`src/byte_op_decoder_pkg.sv`:
```
// Constants, operation codes and carriers for the byte-op instruction decoder.
// Assumes one 250 MHz clock; registers reached over AHB-Lite.
package byte_op_decoder_pkg;

  // ==========================================================
  // Register map
  localparam logic [7:0]  CTRL_OFS        = 8'h00;
  localparam logic [7:0]  BANK_OFS        = 8'h04;
  localparam logic [7:0]  STATUS_OFS      = 8'h08;
  localparam logic [7:0]  COUNT_OFS       = 8'h0C;
  localparam int          CTRL_EN_BIT     = 0;
  localparam int          CTRL_PRESC_BIT  = 1;
  localparam logic [1:0]  CTRL_RESET      = 2'h1;
  localparam logic [3:0]  BANK_RESET      = 4'h0;
  localparam logic [15:0] COUNT_RESET     = 16'h0000;

  // ==========================================================
  // Addresses and encodings
  localparam logic [3:0]  ACCESS_BANK     = 4'h0;
  localparam logic [11:0] TIMER_ADDR      = 12'hF00;
  localparam logic [11:0] PORT_LO_ADDR    = 12'hF80;
  localparam logic [11:0] PORT_HI_ADDR    = 12'hF8F;
  localparam logic [3:0]  SECOND_PREFIX   = 4'hF;
  localparam logic [3:0]  MOVE_PREFIX     = 4'hC;

  // ==========================================================
  // Status flag masks: {N, OV, Z, DC, C}
  localparam logic [4:0]  FL_NONE         = 5'h00;
  localparam logic [4:0]  FL_ALL          = 5'h1F;
  localparam logic [4:0]  FL_ZN           = 5'h14;
  localparam logic [4:0]  FL_CZN          = 5'h15;
  localparam logic [4:0]  FL_Z            = 5'h04;

  // ==========================================================
  // Operations
  typedef enum logic [5:0] {
    OP_NOP, add_acc_file, add_acc_file_carry, and_acc_file, or_acc_file,
    xor_acc_file, complement_file, move_file, clear_file, set_file_ones,
    store_acc_to_file, negate_file, multiply_acc_file, compare_skip_equal,
    compare_skip_greater, compare_skip_less, test_skip_zero, decrement_file,
    increment_file, decrement_skip_zero, decrement_skip_nonzero,
    increment_skip_zero, increment_skip_nonzero, rotate_left_carry,
    rotate_right_carry, rotate_left_plain, rotate_right_plain,
    nibble_swap_file, sub_file_from_acc_borrow, sub_acc_from_file,
    sub_acc_from_file_borrow, file_to_file_move, absolute_jump, OP_CALL,
    relative_branch_always, OP_BRANCH_COND, bit_set_file, OP_BIT_CLEAR,
    OP_BIT_TOGGLE, OP_BIT_SKIP_SET, OP_BIT_SKIP_CLEAR, OP_ADD_LIT,
    OP_AND_LIT, OP_OR_LIT
  } op_t;

  typedef enum logic [2:0] {
    ST_FIRST = 3'h1,
    ST_MOVE2 = 3'h2,
    ST_JUMP2 = 3'h4
  } word_state_t;

  typedef struct packed {
    op_t         op;
    logic        wr_acc;
    logic        wr_file;
    logic        banked;
    logic        skip_op;
    logic        cond_op;
    logic        pc_change;
    logic        two_word;
    logic        fast;
    logic        wr_product;
    logic        use_pins;
    logic        clr_prescaler;
    logic [4:0]  flags;
    logic [2:0]  bit_pos;
    logic [2:0]  cond_sel;
    logic [7:0]  literal;
    logic [11:0] file_addr;
    logic [11:0] dest_addr;
    logic [10:0] offset;
    logic [19:0] target;
  } dec_t;

endpackage

```
`src/byte_op_instruction_decoder.sv`:
```
// Instruction decoder for 16-bit program words, with its AHB-Lite registers.
// Assumes fetch presents one word per instr_valid and the datapath drives
// cond_true in the cycle that a skip or conditional branch is shown.
module byte_op_instruction_decoder
  import byte_op_decoder_pkg::*;
(
  // Clock and reset
  input  wire logic        sys_clk,
  input  wire logic        rst,
  // Instruction fetch
  input  wire logic        instr_valid,
  input  wire logic [15:0] instr_word,
  // Datapath feedback
  input  wire logic        cond_true,
  // Decoded operation
  output dec_t             dec_out,
  output logic             dec_valid,
  // AHB-Lite slave
  input  wire logic        hsel,
  input  wire logic [31:0] haddr,
  input  wire logic [1:0]  htrans,
  input  wire logic        hwrite,
  input  wire logic [2:0]  hsize,
  input  wire logic [31:0] hwdata,
  input  wire logic        hready,
  output logic             hreadyout,
  output logic             hresp,
  output logic [31:0]      hrdata
);

  // ==========================================================
  // First-word decode
  function automatic dec_t decode_first(input logic [15:0] w);
    dec_t d;
    d = '0;
    d.op = OP_NOP;
    d.wr_file = w[9];
    d.wr_acc = ~w[9];
    d.banked = w[8];
    d.file_addr = {4'h0, w[7:0]};
    d.bit_pos = w[11:9];
    d.literal = w[7:0];
    d.cond_sel = w[10:8];
    d.target = {12'h000, w[7:0]};
    d.offset = {{3{w[7]}}, w[7:0]};
    casez (w[15:9])
      7'b0000001: begin
        d.op = multiply_acc_file;
        d.wr_product = 1'b1;
        d.wr_file = 1'b0;
        d.wr_acc = 1'b0;
      end
      7'b000001?: begin
        d.op = decrement_file;
        d.flags = FL_ALL;
      end
      7'b00001??: begin
        d.wr_file = 1'b0;
        d.wr_acc = 1'b1;
        d.banked = 1'b0;
        case (w[11:8])
          4'hF: begin
            d.op = OP_ADD_LIT;
            d.flags = FL_ALL;
          end
          4'hB: begin
            d.op = OP_AND_LIT;
            d.flags = FL_ZN;
          end
          4'h9: begin
            d.op = OP_OR_LIT;
            d.flags = FL_ZN;
          end
          default: begin
            d.wr_acc = 1'b0;
          end
        endcase
      end
      7'b000100?: begin
        d.op = or_acc_file;
        d.flags = FL_ZN;
      end
      7'b000101?: begin
        d.op = and_acc_file;
        d.flags = FL_ZN;
      end
      7'b000110?: begin
        d.op = xor_acc_file;
        d.flags = FL_ZN;
      end
      7'b000111?: begin
        d.op = complement_file;
        d.flags = FL_ZN;
      end
      7'b001000?: begin
        d.op = add_acc_file_carry;
        d.flags = FL_ALL;
      end
      7'b001001?: begin
        d.op = add_acc_file;
        d.flags = FL_ALL;
      end
      7'b001010?: begin
        d.op = increment_file;
        d.flags = FL_ALL;
      end
      7'b001011?: begin
        d.op = decrement_skip_zero;
        d.skip_op = 1'b1;
      end
      7'b001100?: begin
        d.op = rotate_right_carry;
        d.flags = FL_CZN;
      end
      7'b001101?: begin
        d.op = rotate_left_carry;
        d.flags = FL_CZN;
      end
      7'b001110?: d.op = nibble_swap_file;
      7'b001111?: begin
        d.op = increment_skip_zero;
        d.skip_op = 1'b1;
      end
      7'b010000?: begin
        d.op = rotate_right_plain;
        d.flags = FL_ZN;
      end
      7'b010001?: begin
        d.op = rotate_left_plain;
        d.flags = FL_ZN;
      end
      7'b010010?: begin
        d.op = increment_skip_nonzero;
        d.skip_op = 1'b1;
      end
      7'b010011?: begin
        d.op = decrement_skip_nonzero;
        d.skip_op = 1'b1;
      end
      7'b010100?: begin
        d.op = move_file;
        d.flags = FL_ZN;
      end
      7'b010101?: begin
        d.op = sub_file_from_acc_borrow;
        d.flags = FL_ALL;
      end
      7'b010110?: begin
        d.op = sub_acc_from_file_borrow;
        d.flags = FL_ALL;
      end
      7'b010111?: begin
        d.op = sub_acc_from_file;
        d.flags = FL_ALL;
      end
      7'b0110???: begin
        d.wr_acc = 1'b0;
        d.wr_file = w[11];
        d.skip_op = ~w[11];
        case (w[11:9])
          3'h0: d.op = compare_skip_less;
          3'h1: d.op = compare_skip_equal;
          3'h2: d.op = compare_skip_greater;
          3'h3: d.op = test_skip_zero;
          3'h4: d.op = set_file_ones;
          3'h5: begin
            d.op = clear_file;
            d.flags = FL_Z;
          end
          3'h6: begin
            d.op = negate_file;
            d.flags = FL_ALL;
          end
          default: d.op = store_acc_to_file;
        endcase
      end
      7'b0111???, 7'b10?????: begin
        d.wr_acc = 1'b0;
        d.wr_file = ~(w[15] & w[13]);
        d.skip_op = w[15] & w[13];
        case (w[14:12])
          3'h0: d.op = bit_set_file;
          3'h1: d.op = OP_BIT_CLEAR;
          3'h2: d.op = OP_BIT_SKIP_SET;
          3'h3: d.op = OP_BIT_SKIP_CLEAR;
          default: d.op = OP_BIT_TOGGLE;
        endcase
      end
      7'b1100???: begin
        d.op = file_to_file_move;
        d.file_addr = w[11:0];
        d.banked = 1'b0;
        d.wr_acc = 1'b0;
        d.wr_file = 1'b0;
        d.two_word = 1'b1;
      end
      7'b11010??: begin
        d.op = relative_branch_always;
        d.offset = w[10:0];
        d.pc_change = 1'b1;
        d.wr_acc = 1'b0;
        d.wr_file = 1'b0;
        d.banked = 1'b0;
      end
      7'b11100??: begin
        d.op = OP_BRANCH_COND;
        d.cond_op = 1'b1;
        d.wr_acc = 1'b0;
        d.wr_file = 1'b0;
        d.banked = 1'b0;
      end
      7'b1110110, 7'b1110111: begin
        d.op = w[9] ? (w[8] ? absolute_jump : OP_NOP) : OP_CALL;
        d.fast = ~w[9] & w[8];
        d.two_word = ~w[9] | w[8];
        d.pc_change = ~w[9] | w[8];
        d.wr_acc = 1'b0;
        d.wr_file = 1'b0;
        d.banked = 1'b0;
      end
      default: begin
        d.wr_acc = 1'b0;
        d.wr_file = 1'b0;
        d.banked = 1'b0;
      end
    endcase
    return d;
  endfunction

  // ==========================================================
  // Registers and state
  logic [1:0]  ctrl;
  logic [3:0]  bank_select_reg;
  logic [15:0] count;
  word_state_t state;
  dec_t        hold;
  logic        kill_pend;
  logic        wr_pend;
  logic [7:0]  wr_ofs;

  word_state_t next_state;
  dec_t        next_dec;
  dec_t        next_hold;
  logic        next_valid;

  // ==========================================================
  // Address forming and side effects
  dec_t        first_raw;
  dec_t        first_full;
  logic [11:0] eff_addr;
  logic        port_hit;
  logic        rmw_op;
  logic        kill;
  logic        second_ok;
  logic        decode_en;
  logic        presc_assigned;

  assign first_raw = decode_first(instr_word);
  assign eff_addr = first_raw.banked ? {bank_select_reg, first_raw.file_addr[7:0]}
                                     : (first_raw.two_word ? first_raw.file_addr
                                        : {ACCESS_BANK, first_raw.file_addr[7:0]});
  assign port_hit = (eff_addr >= PORT_LO_ADDR) && (eff_addr <= PORT_HI_ADDR);
  assign rmw_op = (first_raw.op != clear_file) && (first_raw.op != set_file_ones)
                  && (first_raw.op != store_acc_to_file);
  assign decode_en = ctrl[CTRL_EN_BIT];
  assign presc_assigned = ctrl[CTRL_PRESC_BIT];
  assign second_ok = (instr_word[15:12] == SECOND_PREFIX);
  assign kill = kill_pend || (dec_valid && (dec_out.pc_change
                || ((dec_out.skip_op || dec_out.cond_op) && cond_true)));

  always_comb begin
    first_full = first_raw;
    first_full.file_addr = eff_addr;
    first_full.use_pins = first_raw.wr_file && rmw_op && port_hit;
    first_full.clr_prescaler = first_raw.wr_file && presc_assigned
                               && (eff_addr == TIMER_ADDR);
  end

  // ==========================================================
  // Word sequencing
  always_comb begin
    next_state = state;
    next_dec = dec_out;
    next_hold = hold;
    next_valid = 1'b0;
    if (instr_valid) begin
      case (state)
        ST_FIRST: begin
          if (kill || !decode_en) begin
            next_dec = '0;
            next_valid = 1'b1;
          end else if (first_full.two_word) begin
            next_hold = first_full;
            next_state = (first_full.op == file_to_file_move) ? ST_MOVE2 : ST_JUMP2;
          end else begin
            next_dec = first_full;
            next_valid = 1'b1;
          end
        end
        ST_MOVE2: begin
          next_dec = '0;
          if (second_ok) begin
            next_dec = hold;
            next_dec.dest_addr = instr_word[11:0];
            next_dec.wr_file = 1'b1;
            next_dec.clr_prescaler = presc_assigned && (instr_word[11:0] == TIMER_ADDR);
          end
          next_valid = 1'b1;
          next_state = ST_FIRST;
        end
        ST_JUMP2: begin
          next_dec = '0;
          if (second_ok) begin
            next_dec = hold;
            next_dec.target = {instr_word[11:0], hold.target[7:0]};
          end
          next_valid = 1'b1;
          next_state = ST_FIRST;
        end
        default: next_state = ST_FIRST;
      endcase
    end
  end

  always_ff @(posedge sys_clk or posedge rst) begin
    if (rst) begin
      state <= ST_FIRST;
      dec_out <= '0;
      hold <= '0;
      dec_valid <= 1'b0;
      kill_pend <= 1'b0;
      count <= COUNT_RESET;
    end else begin
      state <= next_state;
      dec_out <= next_dec;
      hold <= next_hold;
      dec_valid <= next_valid;
      kill_pend <= kill && !(instr_valid && state == ST_FIRST);
      count <= next_valid ? count + 16'h0001 : count;
    end
  end

  // ==========================================================
  // AHB-Lite register slave
  logic        bus_take;
  logic [31:0] rd_mux;

  assign bus_take = hsel && hready && htrans[1] && (hsize == 3'h2);
  assign hreadyout = 1'b1;
  assign hresp = 1'b0;
  assign rd_mux = (haddr[7:0] == CTRL_OFS)   ? {30'h0, ctrl} :
                  (haddr[7:0] == BANK_OFS)   ? {28'h0, bank_select_reg} :
                  (haddr[7:0] == STATUS_OFS) ? {18'h0, dec_out.op, 4'h0, kill_pend, state} :
                  (haddr[7:0] == COUNT_OFS)  ? {16'h0, count} : 32'h0;

  always_ff @(posedge sys_clk or posedge rst) begin
    if (rst) begin
      wr_pend <= 1'b0;
      wr_ofs <= 8'h00;
      hrdata <= 32'h0;
    end else begin
      wr_pend <= bus_take && hwrite;
      wr_ofs <= haddr[7:0];
      hrdata <= (bus_take && !hwrite) ? rd_mux : hrdata;
    end
  end

  always_ff @(posedge sys_clk or posedge rst) begin
    if (rst) begin
      ctrl <= CTRL_RESET;
      bank_select_reg <= BANK_RESET;
    end else if (wr_pend) begin
      ctrl <= (wr_ofs == CTRL_OFS) ? hwdata[1:0] : ctrl;
      bank_select_reg <= (wr_ofs == BANK_OFS) ? hwdata[3:0] : bank_select_reg;
    end
  end
endmodule

```
`config.mk`:
```
export PLATFORM = sky130hd
export DESIGN_NAME = byte_op_instruction_decoder
export DESIGN_NICKNAME = d
export VERILOG_FILES = /design/src/byte_op_decoder_pkg.sv /design/src/byte_op_instruction_decoder.sv
export SDC_FILE = /design/constraint.sdc
export NUM_CORES = 1
export LEC_CHECK = 0
export BUFFER_PORTS_ARGS = -buffer_cell sky130_fd_sc_hd__buf_2
export CAP_MARGIN = 25
export CELL_PAD_IN_SITES_DETAIL_PLACEMENT = 0
export CELL_PAD_IN_SITES_GLOBAL_PLACEMENT = 1
export CORE_MARGIN = 10
export CORE_UTILIZATION = 43
export DETAILED_ROUTE_END_ITERATION = 12
export MAX_ROUTING_LAYER = met4
export PLACE_DENSITY_LB_ADDON = 0.1
export SLEW_MARGIN = 5
export SYNTH_ARGS = -nofsm -noshare
export SYNTH_HDL_FRONTEND = slang
export SYNTH_SLANG_ARGS = --single-unit
```
`constraint.sdc`:
```
create_clock -name sys_clk -period 11.6 [get_ports sys_clk]
set_clock_uncertainty 0.1 [all_clocks]
set_input_delay 1.16 -clock sys_clk [delete_from_list [all_inputs] [get_ports sys_clk]]
set_output_delay 1.16 -clock sys_clk [all_outputs]
set_load 0.1 [all_outputs]
```
### Yosys cells after proc, flatten, opt, wreduce, memory -nomap -nowiden

Index checks and enable logic that the tools add are counted.

| word-level totals | value |
|---|---|
| flip-flop bits (word level) | 218 |
| input bits | 92 |
| word-level logic and storage cells | 202 |

| cells by class | value |
|---|---|
| $add $sub $neg | 1 |
| $lt $le $gt $ge | 2 |
| eq/ne operators | 61 |
| muxes and demuxes | 39 |
| bitwise operators | 7 |
| reductions and logical operators | 45 |

Operators by type and width:

| kind | count |
|---|---|
| $mux 91 | 4 |
| $pmux 91 s3 | 1 |
| $pmux 6 s29 | 1 |
| $mux 16 | 4 |
| $eq 6x5->1 const B | 9 |
| $eq 6x4->1 const B | 8 |
| $mux 12 | 3 |
| $pmux 5 s7 | 1 |
| $pmux 5 s5 | 1 |
| $reduce_or 25->1 | 1 |
| $eq 12x12->1 const B | 2 |
| $eq 6x3->1 const B | 4 |
| $reduce_or 21->1 | 1 |
| $eq 4x4->1 const B | 5 |
| $pmux 5 s2 | 2 |
| $eq 3x2->1 const B | 6 |
| $ne 6x4->1 const B | 3 |
| $pmux 6 s3 | 1 |
| $logic_and 1x1->1 | 17 |
| $add 16x1->16 const B | 1 |
| $eq 8x3->1 const B | 2 |
| $eq 8x4->1 const B | 2 |
| $logic_not 8->1 | 2 |
| $pmux 4 s4 | 1 |
| other kinds (34) | 73 |

### Longest topological paths before layout

Gate-level depths: netlist of the first run.

| depth | value |
|---|---|
| word-level depth | 11 |
| gate-level depth with buffers | 10 |

### Least setup slack after synthesis of the first run

Ideal clock, no wire load.

| timing | value |
|---|---|
| kind | input to register |
| start | in instr_word[13] |
| end | reg count[6] |
| data arrival time | 2.736 ns |
| required time | 11.420 ns |
| slack | 8.684 ns |
| stages on the path | 10 |
| cell sequence | buf_2 and4bb_1 buf_4 a31oi_2 a221oi_4 inv_2 and3_1 buf_2 nand4_1 xnor2_1 |

| on the way | value |
|---|---|
| word-level cells in the longest chain between the ends | 7 |

Ends and longest elaborated chain:

| item | line | text |
|---|---|---|
| from (decl) | byte_op_instruction_decoder.sv:12 | `input wire logic [15:0] instr_word,` |
| $eq 7x7->1 | byte_op_instruction_decoder.sv:46 | `casez (w[15:9])` |
| $reduce_or 2->1 | byte_op_instruction_decoder.sv:46 |  |
| $pmux 1 s2 * | byte_op_instruction_decoder.sv:46 |  |
| $mux 1 * | byte_op_instruction_decoder.sv:292 | `end else if (first_full.two_word) begin` |
| $mux 1 * | byte_op_instruction_decoder.sv:289 | `if (kill \|\| !decode_en) begin` |
| $pmux 1 s2 * | byte_op_instruction_decoder.sv:287 | `case (state)` |
| $mux 1 * | byte_op_instruction_decoder.sv:286 | `if (instr_valid) begin` |
| to (signal assigned) | byte_op_instruction_decoder.sv:339 | `count <= next_valid ? count + 16'h0001 : count;` |
| to (decl) | byte_op_instruction_decoder.sv:234 | `logic [15:0] count;` |

Mark *: on every way between the ends. The rest lies on a longest branch, timed or not.
A chain may end at the register's enable or synchronous reset.

### Worst setup path in the final report of the first run

| timing | value |
|---|---|
| start | in instr_word[15] |
| end | reg dec_out[74] (netlist name) |

| on the way | value |
|---|---|
| word-level cells in the longest chain between the ends | 10 |

Ends and longest elaborated chain:

| item | line | text |
|---|---|---|
| $eq 7x7->1 | byte_op_instruction_decoder.sv:46 |  |
| $reduce_or 2->1 | byte_op_instruction_decoder.sv:46 |  |
| $pmux 1 s2 | byte_op_instruction_decoder.sv:46 |  |
| $mux 12 | byte_op_instruction_decoder.sv:260 | `: (first_raw.two_word ? first_raw.file_addr` |
| $mux 12 | byte_op_instruction_decoder.sv:259 | `assign eff_addr = first_raw.banked ? {bank_select_reg, first_raw.file_addr[7:0]}` |
| $eq 12x12->1 | byte_op_instruction_decoder.sv:276 | `&& (eff_addr == TIMER_ADDR);` |
| $logic_and 1x1->1 | byte_op_instruction_decoder.sv:276 |  |
| $mux 91 | byte_op_instruction_decoder.sv:292 |  |
| $mux 91 | byte_op_instruction_decoder.sv:289 |  |
| $pmux 91 s3 | byte_op_instruction_decoder.sv:287 |  |
| to (signal assigned) | byte_op_instruction_decoder.sv:335 | `dec_out <= next_dec;` |
| to (decl) | byte_op_instruction_decoder.sv:16 | `output dec_t dec_out,` |

Several ways; a longest one is shown, not always the timed one. The select of a mux whose other input is x is not followed.

==> metrics.txt, run 1 <==
# TYPE chip_impl_metric gauge
chip_impl_info{name="status",value="finished clean"} 1
chip_impl_info{name="hold_path.class",value="reg2reg"} 1
chip_impl_info{name="largest-register",value="dec_out"} 1
chip_impl_info{name="mostFrequentLayoutCell",value="sky130_fd_sc_hd__dfrtp_1"} 1
chip_impl_metric{name="post-cts-setup-buffer-count",unit=""} 0
chip_impl_metric{name="drt_iter0_markers",unit=""} 541
chip_impl_metric{name="fin_total_pwr",unit="W"} 0.00141
chip_impl_metric{name="sequential_cell_area",unit="um2"} 3910
chip_impl_metric{name="cts.htree.levels",unit=""} 4
chip_impl_metric{name="register_to_register_path_setup_slack",unit="ps"} 8320
chip_impl_metric{name="max-cap-violations",unit=""} 0
chip_impl_info{name="synth-main-ff-cell",value="sky130_fd_sc_hd__dfrtp_1"} 1
chip_impl_metric{name="setup-violations-final",unit=""} 0
chip_impl_metric{name="finalHoldViolations",unit=""} 0
chip_impl_info{name="cts_tree",value="built"} 1
chip_impl_metric{name="wl",unit="um"} 23700
chip_impl_metric{name="fraction_of_final_layout_cells_with_drive_strength_greater_than_1",unit="%"} 24.1
chip_impl_info{name="ctsRootBufferMaster",value="sky130_fd_sc_hd__clkbuf_16"} 1
chip_impl_metric{name="multi_input_comb_area",unit="um2"} 3330
chip_impl_metric{name="avgViaCountPerCell",unit=""} 5.55
chip_impl_metric{name="tritoncts.num_buffers",unit=""} 17
chip_impl_metric{name="synth_area_per_cell",unit="um2"} 9.51
chip_impl_metric{name="ys_warn_count",unit=""} 0
chip_impl_metric{name="max_slew.worst_pin.slew",unit="ps"} 839
chip_impl_metric{name="synth_cell_types",unit=""} 70
chip_impl_metric{name="power_per_cell_area",unit="nW/um2"} 156
chip_impl_metric{name="drtPass1Iterations",unit=""} 5
chip_impl_metric{name="synth_edf_count",unit=""} 0
chip_impl_metric{name="detailed_place.area",unit="um2"} 8390
chip_impl_metric{name="gr-usage-all-layers",unit="%"} 20.2
chip_impl_metric{name="cts_buffer_depth",unit=""} 2
chip_impl_metric{name="coreArea",unit="um2"} 17900
chip_impl_info{name="crit_path_start_kind",value="input pin"} 1
chip_impl_metric{name="die-area",unit="um2"} 23900
chip_impl_metric{name="postCtsHoldBufs",unit=""} 0
chip_impl_metric{name="synth-seq-area-share",unit="%"} 50.1
chip_impl_metric{name="flow.area_growth_from_synthesis",unit="%"} 15.3
chip_impl_metric{name="hpwlAfterDp",unit="um"} 16300
chip_impl_metric{name="instances_no_fill",unit=""} 1151
chip_impl_metric{name="worst-path-max-fanout",unit=""} 53
chip_impl_metric{name="fillers",unit=""} 1697
chip_impl_metric{name="relative_max_transition_margin",unit="%"} 43.9
chip_impl_info{name="crit_slowest_cell",value="sky130_fd_sc_hd__a221oi_4"} 1
chip_impl_metric{name="grt_remaining_overflow",unit=""} 0
chip_impl_metric{name="route.detailed.drc",unit=""} 0
chip_impl_metric{name="setup_total_negative_slack",unit="ps"} 0
chip_impl_metric{name="crit_required",unit="ps"} 11810
chip_impl_metric{name="static-leakage-power",unit="nW"} 4.53
chip_impl_metric{name="floorplan.io_pins",unit=""} 218
chip_impl_metric{name="fin_nets",unit=""} 1002
chip_impl_metric{name="antenna_violating_nets_post_route",unit=""} 0
chip_impl_metric{name="core.rowCount",unit=""} 49
chip_impl_info{name="layout_top_registers",value="dec_out: 64 flops, hold: 40 flops"} 1
chip_impl_metric{name="n_antenna_cell",unit=""} 0
chip_impl_info{name="crit_path_cell_trace",value="buf_2, and4bb_1, a31oi_2, a221oi_4, buf_4, or4_1, o21ai_0"} 1
chip_impl_metric{name="numPlacedInstances",unit=""} 1118
chip_impl_metric{name="syn_inst",unit=""} 820
chip_impl_metric{name="place.port_buffers",unit=""} 146
chip_impl_metric{name="number_of_sinks_driven_by_the_clock_tree",unit=""} 156
chip_impl_metric{name="clk-insertion-delay-late",unit="ps"} 430
chip_impl_metric{name="clk_slew_on_worst_s_h_paths",unit="ps"} 70
chip_impl_metric{name="post_cts_resize_count",unit=""} 0
chip_impl_info{name="endpoint_kind",value="register"} 1
chip_impl_metric{name="antenna_violations_before_repair",unit=""} 0
chip_impl_metric{name="synth_async_sr_flop_share",unit="%"} 100
chip_impl_metric{name="initial_utilization",unit="%"} 43.6
chip_impl_metric{name="fmaxAchievable",unit="MHz"} 257
chip_impl_metric{name="finalWorstPathRequiredPeriod",unit="ps"} 3890
chip_impl_metric{name="slew_violations",unit=""} 0
chip_impl_metric{name="critical_path_arrival",unit="ps"} 4090
chip_impl_metric{name="routedWlPerCell",unit="um"} 20.6
chip_impl_metric{name="netlist_area",unit="um2"} 7800
chip_impl_metric{name="first_pass_grt_wire_length",unit="um"} 37500
chip_impl_metric{name="dieWidth",unit="um"} 155
chip_impl_metric{name="worst_ir_drop_on_vdd",unit="mV"} 0.110
chip_impl_metric{name="vias",unit=""} 6384
chip_impl_info{name="rsz0062_at_grt",value="false"} 1
chip_impl_metric{name="die_h",unit="um"} 155
chip_impl_metric{name="hold_slack",unit="ps"} 362
chip_impl_metric{name="largest_net_degree_at_the_start_of_global_routing",unit=""} 84
chip_impl_info{name="final_cell_mix",value="sky130_fd_sc_hd__dfrtp_1, sky130_fd_sc_hd__buf_2, sky130_fd_sc_hd__nand2_1"} 1
chip_impl_metric{name="critical-path-max-stage-delay",unit="ps"} 770
chip_impl_metric{name="ys_seq_elements",unit=""} 156
chip_impl_info{name="setup.worst_path.class",value="in2reg"} 1
chip_impl_metric{name="via_count_of_the_first_global_routing_pass",unit=""} 6476
chip_impl_metric{name="design_area",unit="um2"} 9000
chip_impl_metric{name="final_min_period_over_clock_period",unit="%"} 33.5
chip_impl_metric{name="largest_reg_flops",unit=""} 64
chip_impl_metric{name="gp_routability_congestion",unit=""} 0.903
==> critical path: cells and delay by family <==
kind	cells	cell delay (ps)
buffers and inverters	2	1130
AOI/OAI and AO/OA	3	990
and+or+nand+nor	2	780
==> where the power goes <==
part | switching, W | internal (W) | leakage, nW | total (W)
Sequential | 0.0000255 | 0.000565 | 2.10 | 0.000591
Clock | 0.000251 | 0.000305 | 0.286 | 0.000556
Combinational | 0.000209 | 0.0000509 | 2.14 | 0.000260
==> kinds of logic after synthesis <==
| logic type | Yosys count | synth area share, % |
|---|---|---|
| AOI/OAI and AO/OA | 168 | 15.0 |
| adders and majority gates | 1 | 0.160 |
| and+or+nand+nor | 328 | 19.9 |
| other | 2 | 0.0963 |
| xor gates and xnor gates | 17 | 1.91 |
| DFF | 156 | 50.1 |
| buffers and inverters | 117 | 8.20 |
| muxes | 31 | 4.59 |
==> synth_stat cells, types with 8 or more instances <==
cell | count | area share (%)
sky130_fd_sc_hd__nand2b_1 | 12 | 0.96
sky130_fd_sc_hd__nand3_1 | 42 | 2.7
sky130_fd_sc_hd__nand2_1 | 104 | 5.0
sky130_fd_sc_hd__buf_2 | 19 | 1.2
sky130_fd_sc_hd__dfrtp_1 | 154 | 49
sky130_fd_sc_hd__mux2_2 | 18 | 2.6
sky130_fd_sc_hd__mux2i_1 | 11 | 1.4
sky130_fd_sc_hd__nor2_1 | 90 | 4.3
sky130_fd_sc_hd__and2_1 | 15 | 1.2
sky130_fd_sc_hd__and3_1 | 10 | 0.80
sky130_fd_sc_hd__xnor2_1 | 13 | 1.5
sky130_fd_sc_hd__buf_4 | 47 | 4.5
sky130_fd_sc_hd__o21ai_0 | 36 | 2.3
sky130_fd_sc_hd__nor3_1 | 8 | 0.51
sky130_fd_sc_hd__a21oi_1 | 29 | 1.9
sky130_fd_sc_hd__inv_1 | 13 | 0.63
sky130_fd_sc_hd__clkbuf_1 | 31 | 1.5
sky130_fd_sc_hd__a221oi_1 | 23 | 2.6
sky130_fd_sc_hd__o21a_1 | 8 | 0.77
==> through the flow <==
stage	setup WS (ps)	utilization [%]
3_3_place_gp	7280	46.8
6_report	7710	50.3
4_1_cts	7720	50.1
3_5_place_dp	7250	46.9
5_1_grt	7510	50.3
2_1_floorplan	6140	-
==> metal layers <==
layer	global-route usage [%]	part of all wire [%]
met1	25.4	44
met2	32.3	49
met3	4.80	5.2
met4	4.72	1.2
met5	-	0
==> cell type report <==
class | instances | share of cell area [%]
well taps | 229 | 3.18
clock inverters | 14 | 1.64
repair buffers | 157 | 9.30
flip-flops and latches | 156 | 43.4
multi-input cells | 563 | 37.0
inverters | 14 | 0.640
clock buffers | 18 | 4.77
==> path summary, 6_finish.rpt <==
path | startpoint | endpoint | cells past startpoint
min in group asynchronous | rst | dec_out[71] | 2
worst max register to register | state[1] | dec_out[74] | 6
max in group asynchronous | rst | count[9] | 4
worst max-delay path | instr_word[15] | dec_out[74] | 7
worst min-delay path | dec_out[13] | dec_out[13] | 2
worst min register to register | dec_out[13] | dec_out[13] | 2
Power figures use the tool's default switching activity.
==> inputs of run 2 (changes only) <==
--- a/config.mk
+++ b/config.mk
@@ -10,7 +10,7 @@
 export CELL_PAD_IN_SITES_DETAIL_PLACEMENT = 0
 export CELL_PAD_IN_SITES_GLOBAL_PLACEMENT = 1
 export CORE_MARGIN = 10
-export CORE_UTILIZATION = 43
+export CORE_UTILIZATION = 39
 export DETAILED_ROUTE_END_ITERATION = 12
 export MAX_ROUTING_LAYER = met4
 export PLACE_DENSITY_LB_ADDON = 0.1
==> constraint.sdc (replaced) <==
create_clock -name sys_clk -period 3.71 [get_ports sys_clk]
set_clock_uncertainty 0.1 [all_clocks]
set_input_delay 0.371 -clock sys_clk [delete_from_list [all_inputs] [get_ports sys_clk]]
set_output_delay 0.371 -clock sys_clk [all_outputs]
set_load 0.1 [all_outputs]
==> run 2 against run 1 <==
Compared with the run above:
- worst setup slack got worse by 6700 ps
- clock power increased to 3.5 times the previous value
- via count increased by 0.49%
- flip-flop and latch count unchanged
- final cell count increased by 4.7%
- die area increased by 8.9%
- total power increased to 3.3 times the previous value
- core utilization decreased by 3.0 points
- routed wire length decreased by 0.26%
- count of clock-buffer cells in the layout increased by 2
- register-to-register slack got worse by 7300 ps
==> metrics.txt, run 2 (synthesis results as in run 1) <==
# TYPE chip_impl_metric gauge
chip_impl_metric{name="rr_worst_depth",unit=""} 6
chip_impl_metric{name="via_count_of_the_first_global_routing_pass",unit=""} 6478
chip_impl_metric{name="place.port_buffers",unit=""} 146
chip_impl_metric{name="grtUsageMet3",unit="%"} 3.97
chip_impl_info{name="hold_path.class",value="in2reg"} 1
chip_impl_metric{name="finalWorstPathRequiredPeriod",unit="ps"} 2680
chip_impl_metric{name="initial_utilization",unit="%"} 39.8
chip_impl_metric{name="register_to_register_path_setup_slack",unit="ps"} 1030
chip_impl_metric{name="wl",unit="um"} 23600
chip_impl_metric{name="critical_path_arrival",unit="ps"} 2900
chip_impl_metric{name="avgViaCountPerCell",unit=""} 5.32
chip_impl_metric{name="routedWlPerCell",unit="um"} 19.6
chip_impl_metric{name="antenna_violations_before_repair",unit=""} 0
chip_impl_metric{name="number_of_sinks_driven_by_the_clock_tree",unit=""} 156
chip_impl_metric{name="core.rowCount",unit=""} 51
chip_impl_metric{name="drtPass1Iterations",unit=""} 5
chip_impl_metric{name="die_h",unit="um"} 161
chip_impl_metric{name="detailedPlace.worstSlack",unit="ps"} 843
chip_impl_metric{name="drt_iter0_markers",unit=""} 524
chip_impl_metric{name="coreArea",unit="um2"} 19600
chip_impl_metric{name="post_cts_resize_count",unit=""} 0
chip_impl_metric{name="seq_power_share",unit="%"} 40.0
chip_impl_metric{name="antenna_violating_nets_post_route",unit=""} 0
chip_impl_metric{name="timing.critical_path.buf_inv",unit=""} 1
chip_impl_metric{name="grt_remaining_overflow",unit=""} 0
chip_impl_metric{name="final_min_period_over_clock_period",unit="%"} 72.1
chip_impl_info{name="ctsRootBufferMaster",value="sky130_fd_sc_hd__clkbuf_16"} 1
chip_impl_metric{name="largest_net_degree_at_the_start_of_global_routing",unit=""} 115
chip_impl_metric{name="clock_power_share",unit="%"} 42.1
chip_impl_info{name="mostFrequentLayoutCell",value="sky130_fd_sc_hd__dfrtp_1"} 1
chip_impl_metric{name="post-route-worst-setup-slack",unit="ps"} 1030
chip_impl_info{name="rr_startpoint",value="dec_out[80]"} 1
chip_impl_metric{name="crit_required",unit="ps"} 3930
chip_impl_info{name="status",value="finished clean"} 1
chip_impl_metric{name="finalHoldViolations",unit=""} 0
chip_impl_metric{name="fmaxAchievable",unit="MHz"} 374
chip_impl_metric{name="floorplan.io_pins",unit=""} 218
chip_impl_metric{name="flow.area_growth_from_synthesis",unit="%"} 18.8
chip_impl_metric{name="critical_path_cell_count",unit=""} 6
chip_impl_metric{name="gp_routability_congestion",unit=""} 0.907
chip_impl_metric{name="n_antenna_cell",unit=""} 0
chip_impl_metric{name="setup_total_negative_slack",unit="ps"} 0
chip_impl_metric{name="largest_reg_flops",unit=""} 64
chip_impl_metric{name="design_area",unit="um2"} 9270
chip_impl_metric{name="first_pass_grt_wire_length",unit="um"} 37200
chip_impl_metric{name="power_per_cell_area",unit="nW/um2"} 497
chip_impl_metric{name="globalRouteMet2Util",unit="%"} 29.2
chip_impl_metric{name="dieWidth",unit="um"} 161
chip_impl_metric{name="max-cap-violations",unit=""} 0
chip_impl_info{name="cts_tree",value="built"} 1
chip_impl_metric{name="critical-path-max-stage-delay",unit="ps"} 710
chip_impl_info{name="rsz0062_at_grt",value="false"} 1
chip_impl_info{name="endpoint_kind",value="register"} 1
chip_impl_info{name="crit_path_start_kind",value="register"} 1
chip_impl_info{name="cp-endpoint",value="dec_out[71]"} 1
chip_impl_metric{name="tritoncts.num_buffers",unit=""} 17
chip_impl_metric{name="clk-insertion-delay-late",unit="ps"} 420
chip_impl_metric{name="relative_max_transition_margin",unit="%"} 42.7
chip_impl_metric{name="detailed_place.area",unit="um2"} 8540
chip_impl_metric{name="vias",unit=""} 6415
chip_impl_metric{name="power_switching_share",unit="%"} 31.4
chip_impl_info{name="largest-register",value="dec_out"} 1
chip_impl_metric{name="netSwitchingPower",unit="W"} 0.00145
chip_impl_metric{name="cts.htree.levels",unit=""} 4
chip_impl_metric{name="hold_slack",unit="ps"} 80.0
chip_impl_info{name="grt-busiest-layer",value="met2"} 1
chip_impl_info{name="kind_of_cell_with_the_highest_combined_delay_on_the_critical_path",value="simple AND/OR/NAND/NOR gates"} 1
chip_impl_metric{name="cell_internal_pwr",unit="W"} 0.00316
chip_impl_info{name="crit_slowest_cell",value="sky130_fd_sc_hd__nor2_2"} 1
chip_impl_info{name="layout_top_registers",value="dec_out: 64 flops, hold: 40 flops"} 1
chip_impl_info{name="crit_path_cell_trace",value="o211ai_1, nand3_1, nor2_2, buf_4, a21oi_1, o31ai_1"} 1
chip_impl_metric{name="static-leakage-power",unit="nW"} 4.63
chip_impl_info{name="final_cell_mix",value="sky130_fd_sc_hd__dfrtp_1, sky130_fd_sc_hd__buf_2, sky130_fd_sc_hd__nand2_1"} 1
chip_impl_metric{name="fin_total_pwr",unit="W"} 0.00461
chip_impl_metric{name="gr-usage-all-layers",unit="%"} 18.4
chip_impl_metric{name="hpwlAfterDp",unit="um"} 17200
chip_impl_info{name="worstReg2RegEnd",value="dec_out[71]"} 1
chip_impl_metric{name="gr-usage-met1",unit="%"} 22.6
chip_impl_metric{name="die-area",unit="um2"} 26100
chip_impl_metric{name="setup-violations-final",unit=""} 0
chip_impl_metric{name="fraction_of_final_layout_cells_with_drive_strength_greater_than_1",unit="%"} 24.7
chip_impl_metric{name="postCtsHoldBufs",unit=""} 7
chip_impl_metric{name="post-cts-setup-buffer-count",unit=""} 0
chip_impl_info{name="setup.worst_path.class",value="reg2reg"} 1
chip_impl_metric{name="route.detailed.drc",unit=""} 0
chip_impl_metric{name="cts_buffer_depth",unit=""} 2
chip_impl_metric{name="slew_violations",unit=""} 0
chip_impl_metric{name="worst-path-max-fanout",unit=""} 16
chip_impl_metric{name="clk_slew_on_worst_s_h_paths",unit="ps"} 60
chip_impl_metric{name="worst_ir_drop_on_vdd",unit="mV"} 0.279
chip_impl_metric{name="max_slew.worst_pin.slew",unit="ps"} 858
chip_impl_metric{name="combinationalPowerShare",unit="%"} 17.9
chip_impl_metric{name="fin_nets",unit=""} 1020
chip_impl_info{name="worst_setup_path_startpoint",value="dec_out[80]"} 1
==> run 2: changes by cell type in the layout (fill, tap and decap cells not counted), moves of 2 or more <==
cell,delta
sky130_fd_sc_hd__clkinvlp_4,+3
sky130_fd_sc_hd__buf_12,+2
sky130_fd_sc_hd__inv_8,-3
sky130_fd_sc_hd__buf_4,+11
sky130_fd_sc_hd__clkinv_4,-2
sky130_fd_sc_hd__inv_6,-3
sky130_fd_sc_hd__bufinv_16,+4
sky130_fd_sc_hd__dlygate4sd3_1,+7
==> run 2: worst min path at each step <==
| stage | start | to | slack (ps) | cells after the start |
|---|---|---|---|---|
| detailed placement | rst | dec_out[84] | 160 | 2 |
| global placement | rst | dec_out[84] | 160 | 2 |
| CTS | hwrite | wr_pend | 70 | 2 |
| finish | hwrite | wr_pend | 80 | 2 |
| global route | hwrite | wr_pend | 60 | 2 |
| floorplan | haddr[0] | wr_ofs[0] | 300 | 0 |
==> run 2: per-layer routing <==
metal	share of wire, %	routed length, um
met2	49	11500
met1	44	10500
met3	4.9	1160
met5	0	0
met4	2.1	505
==> run 2: final cells by class <==
cell class,instances,area [um2]
Fill cell,1915,10300
Sequential cell,156,3910
Multi-Input combinational cell,563,3320
Timing Repair Buffer,175,991
Clock buffer,20,447
Tap cell,265,332
Clock inverter,12,209
Inverter,14,56.3
==> run 2: worst reg2reg max path, delay by kind of cell, from the launching register on <==
kind            cells  cell delay, ps
buf+inv             1             330
simple gates        2             960
flops               1             410
compound gates      3             780
==> run 2: stage by stage <==
step | util, % | cells
floorplan | - | 836
global placement | 43.6 | 1166
detailed placement | 43.6 | 1166
CTS | 47.3 | 1205
global route | 47.3 | 1205
finish | 47.3 | 1205
==> run 2: power groups by stage <==
| stage | registers (W) | logic, W | clock network (W) |
|---|---|---|---|
| floorplan | 0.00203 | 0.000530 | 0 |
| finish | 0.00184 | 0.000826 | 0.00194 |
| CTS | 0.00184 | 0.000832 | 0.00199 |
| global route | 0.00185 | 0.000878 | 0.00207 |
| global placement | 0.00187 | 0.000821 | 0 |
| detailed placement | 0.00187 | 0.000825 | 0 |
==> inputs of run 3 (changes only) <==
==> constraint.sdc (replaced) <==
create_clock -name sys_clk -period 2.75 [get_ports sys_clk]
set_clock_uncertainty 0.1 [all_clocks]
set_input_delay 0.275 -clock sys_clk [delete_from_list [all_inputs] [get_ports sys_clk]]
set_output_delay 0.275 -clock sys_clk [all_outputs]
set_load 0.1 [all_outputs]
==> run 3 against run 2 <==
Compared with the run above:
- total power increased by 30%
- critical path depth increased by 2
- flip-flop and latch count unchanged
- core utilization increased by 0.68 points
- die area unchanged
- final cell count increased by 2.1%
- combinational power increased by 39%
- sequential power increased by 35%
- non-clock buffer count increased by 25
- hold slack got worse by 61 ps
==> metrics.txt, run 3 (synthesis results as in run 1) <==
# TYPE chip_impl_metric gauge
chip_impl_metric{name="critical-path-max-stage-delay",unit="ps"} 440
chip_impl_metric{name="numPlacedInstances",unit=""} 1187
chip_impl_metric{name="tritoncts.num_buffers",unit=""} 17
chip_impl_info{name="hold_path.class",value="in2reg"} 1
chip_impl_metric{name="cts_buffer_depth",unit=""} 2
chip_impl_metric{name="register_to_register_path_setup_slack",unit="ps"} 390
chip_impl_metric{name="n_antenna_cell",unit=""} 0
chip_impl_metric{name="fraction_of_final_layout_cells_with_drive_strength_greater_than_1",unit="%"} 26.3
chip_impl_metric{name="setup_total_negative_slack",unit="ps"} 0
chip_impl_info{name="mostFrequentLayoutCell",value="sky130_fd_sc_hd__dfrtp_1"} 1
chip_impl_metric{name="hold_slack",unit="ps"} 19.3
chip_impl_metric{name="largest_reg_flops",unit=""} 64
chip_impl_metric{name="wl",unit="um"} 24300
chip_impl_info{name="final_cell_mix",value="sky130_fd_sc_hd__dfrtp_1, sky130_fd_sc_hd__buf_2, sky130_fd_sc_hd__nand2_1"} 1
chip_impl_metric{name="rr_worst_depth",unit=""} 8
chip_impl_metric{name="power_switching_share",unit="%"} 34.5
chip_impl_metric{name="critical_path_cell_count",unit=""} 8
chip_impl_metric{name="worst_ir_drop_on_vdd",unit="mV"} 0.387
chip_impl_metric{name="gr-usage-all-layers",unit="%"} 18.9
chip_impl_info{name="min-delay-start",value="hwdata[0]"} 1
chip_impl_metric{name="routedWlPerCell",unit="um"} 19.7
chip_impl_metric{name="first_pass_grt_wire_length",unit="um"} 38300
chip_impl_metric{name="gp_routability_congestion",unit=""} 0.934
chip_impl_info{name="ctsRootBufferMaster",value="sky130_fd_sc_hd__clkbuf_16"} 1
chip_impl_info{name="crit_path_start_kind",value="register"} 1
chip_impl_metric{name="static-leakage-power",unit="nW"} 4.71
chip_impl_metric{name="sequential_cell_area",unit="um2"} 3910
chip_impl_metric{name="seq_power_share",unit="%"} 41.5
chip_impl_metric{name="vias",unit=""} 6518
chip_impl_metric{name="timing.critical_path.buf_inv",unit=""} 2
chip_impl_metric{name="antenna_violations_before_repair",unit=""} 0
chip_impl_metric{name="relative_max_transition_margin",unit="%"} 56.1
chip_impl_metric{name="flow.area_growth_from_synthesis",unit="%"} 20.5
chip_impl_metric{name="finalWorstPathRequiredPeriod",unit="ps"} 2360
chip_impl_metric{name="clock_power_share",unit="%"} 39.3
chip_impl_info{name="setup.worst_path.class",value="reg2reg"} 1
chip_impl_metric{name="route.detailed.drc",unit=""} 0
chip_impl_metric{name="detailedPlace.worstSlack",unit="ps"} 329
chip_impl_metric{name="fillers",unit=""} 1872
chip_impl_info{name="rsz0062_at_grt",value="false"} 1
chip_impl_metric{name="netSwitchingPower",unit="W"} 0.00206
chip_impl_info{name="worst_setup_path_startpoint",value="dec_out[81]"} 1
chip_impl_metric{name="floorplan.io_pins",unit=""} 218
chip_impl_metric{name="critical_path_arrival",unit="ps"} 2600
chip_impl_metric{name="clk-insertion-delay-late",unit="ps"} 430
chip_impl_info{name="cts_tree",value="built"} 1
chip_impl_metric{name="cell_internal_pwr",unit="W"} 0.00392
chip_impl_metric{name="final_min_period_over_clock_period",unit="%"} 85.6
chip_impl_metric{name="combinationalPowerShare",unit="%"} 19.2
chip_impl_info{name="crit_slowest_cell",value="sky130_fd_sc_hd__or4_1"} 1
chip_impl_metric{name="grt_remaining_overflow",unit=""} 0
chip_impl_metric{name="power_per_cell_area",unit="nW/um2"} 637
chip_impl_metric{name="coreArea",unit="um2"} 19600
chip_impl_metric{name="max-cap-violations",unit=""} 0
chip_impl_metric{name="crit_required",unit="ps"} 2990
chip_impl_info{name="crit_path_cell_trace",value="o211ai_1, buf_4, o2111ai_1, a31oi_1, buf_4, nand2_1, or4_1, o21ai_0"} 1
chip_impl_metric{name="fin_nets",unit=""} 1045
chip_impl_metric{name="core.rowCount",unit=""} 51
chip_impl_metric{name="hpwlAfterDp",unit="um"} 18300
chip_impl_metric{name="clk_slew_on_worst_s_h_paths",unit="ps"} 70
chip_impl_info{name="worstReg2RegEnd",value="dec_out[74]"} 1
chip_impl_info{name="cpMostUsedCell",value="sky130_fd_sc_hd__buf_4"} 1
chip_impl_metric{name="drtPass1Iterations",unit=""} 5
chip_impl_info{name="status",value="finished clean"} 1
chip_impl_metric{name="initial_utilization",unit="%"} 39.8
chip_impl_metric{name="max_slew.worst_pin.slew",unit="ps"} 657
chip_impl_metric{name="avgViaCountPerCell",unit=""} 5.30
chip_impl_metric{name="antenna_violating_nets_post_route",unit=""} 0
chip_impl_metric{name="slew_violations",unit=""} 0
chip_impl_metric{name="post-route-worst-setup-slack",unit="ps"} 395
chip_impl_metric{name="via_count_of_the_first_global_routing_pass",unit=""} 6635
chip_impl_metric{name="finalHoldViolations",unit=""} 0
chip_impl_info{name="layout_top_registers",value="dec_out: 64 flops, hold: 40 flops"} 1
chip_impl_metric{name="multi_input_comb_area",unit="um2"} 3320
chip_impl_info{name="rr_startpoint",value="dec_out[81]"} 1
chip_impl_metric{name="cts.htree.levels",unit=""} 4
chip_impl_info{name="endpoint_kind",value="register"} 1
chip_impl_metric{name="largest_net_degree_at_the_start_of_global_routing",unit=""} 47
chip_impl_metric{name="setup-violations-final",unit=""} 0
chip_impl_metric{name="dieWidth",unit="um"} 161
chip_impl_metric{name="post_cts_resize_count",unit=""} 0
chip_impl_metric{name="worst-path-max-fanout",unit=""} 4
chip_impl_metric{name="fin_util",unit="%"} 48.0
chip_impl_info{name="largest-register",value="dec_out"} 1
chip_impl_metric{name="instances_no_fill",unit=""} 1230
chip_impl_metric{name="drt_iter0_markers",unit=""} 431
chip_impl_info{name="kind_of_cell_with_the_highest_combined_delay_on_the_critical_path",value="compound AO/OA/AOI/OAI gates"} 1
chip_impl_info{name="hold_path_end",value="bank_select_reg[0]"} 1
chip_impl_metric{name="number_of_sinks_driven_by_the_clock_tree",unit=""} 156
chip_impl_metric{name="die-area",unit="um2"} 26100
chip_impl_metric{name="hold_depth",unit=""} 2
chip_impl_metric{name="fmaxAchievable",unit="MHz"} 425
chip_impl_metric{name="die_h",unit="um"} 161
chip_impl_metric{name="place.port_buffers",unit=""} 146
-- run 3: final cells by class --
cell class	count	share of cell area, %
well taps	265	3.53
clock buffers	18	4.57
clock inverters	14	1.60
multi-input cells	563	35.4
inverters	14	0.599
flip-flops and latches	156	41.6
repair buffers	200	12.8
-- run 3: per-stage QoR --
step	power (W)	instance area, um2
after floorplan	0.00345	7870
after global placement	0.00366	8710
after detailed placement	0.00367	8710
after CTS	0.00605	9400
after global routing	0.00622	9400
final	0.00599	9400
-- run 3: what timing repair did --
item,CTS,global route
buffers inserted,0,0
setup endpoints to repair,0,0
hold buffers,11,0
endpoints found under the hold margin,31,0
-- run 3: routing by layer --
metal,share of wire [%],global-route usage [%]
met5,0,-
met4,1.6,5.33
met3,4.8,3.46
met2,50,31.2
met1,44,23.4
-- run 3: power by group through the flow --
stage                     Sequential (W)  Clock [W]  Combinational, W
after floorplan                  0.00273          0          0.000715
after global placement           0.00252          0           0.00114
after detailed placement         0.00253          0           0.00114
after CTS                        0.00248    0.00241           0.00116
after global routing             0.00250    0.00251           0.00122
final                            0.00248    0.00235           0.00115
-- run 3: how the worst max path moves through the flow --
| stage | endpoint |
|---|---|
| floorplan | dec_out[74] |
| global placement | dec_out[73] |
| detailed placement | dec_out[74] |
| CTS | dec_out[74] |
| global route | dec_out[53] |
| finish | dec_out[74] |
-- run 3: worst reg2reg max path: cells and delay by family (launching register included) --
kind / cells / cell delay, ps
and+or+nand+nor: 2 / 490
buffers and inverters: 2 / 350
AOI/OAI and AO/OA: 4 / 940
DFF: 1 / 390
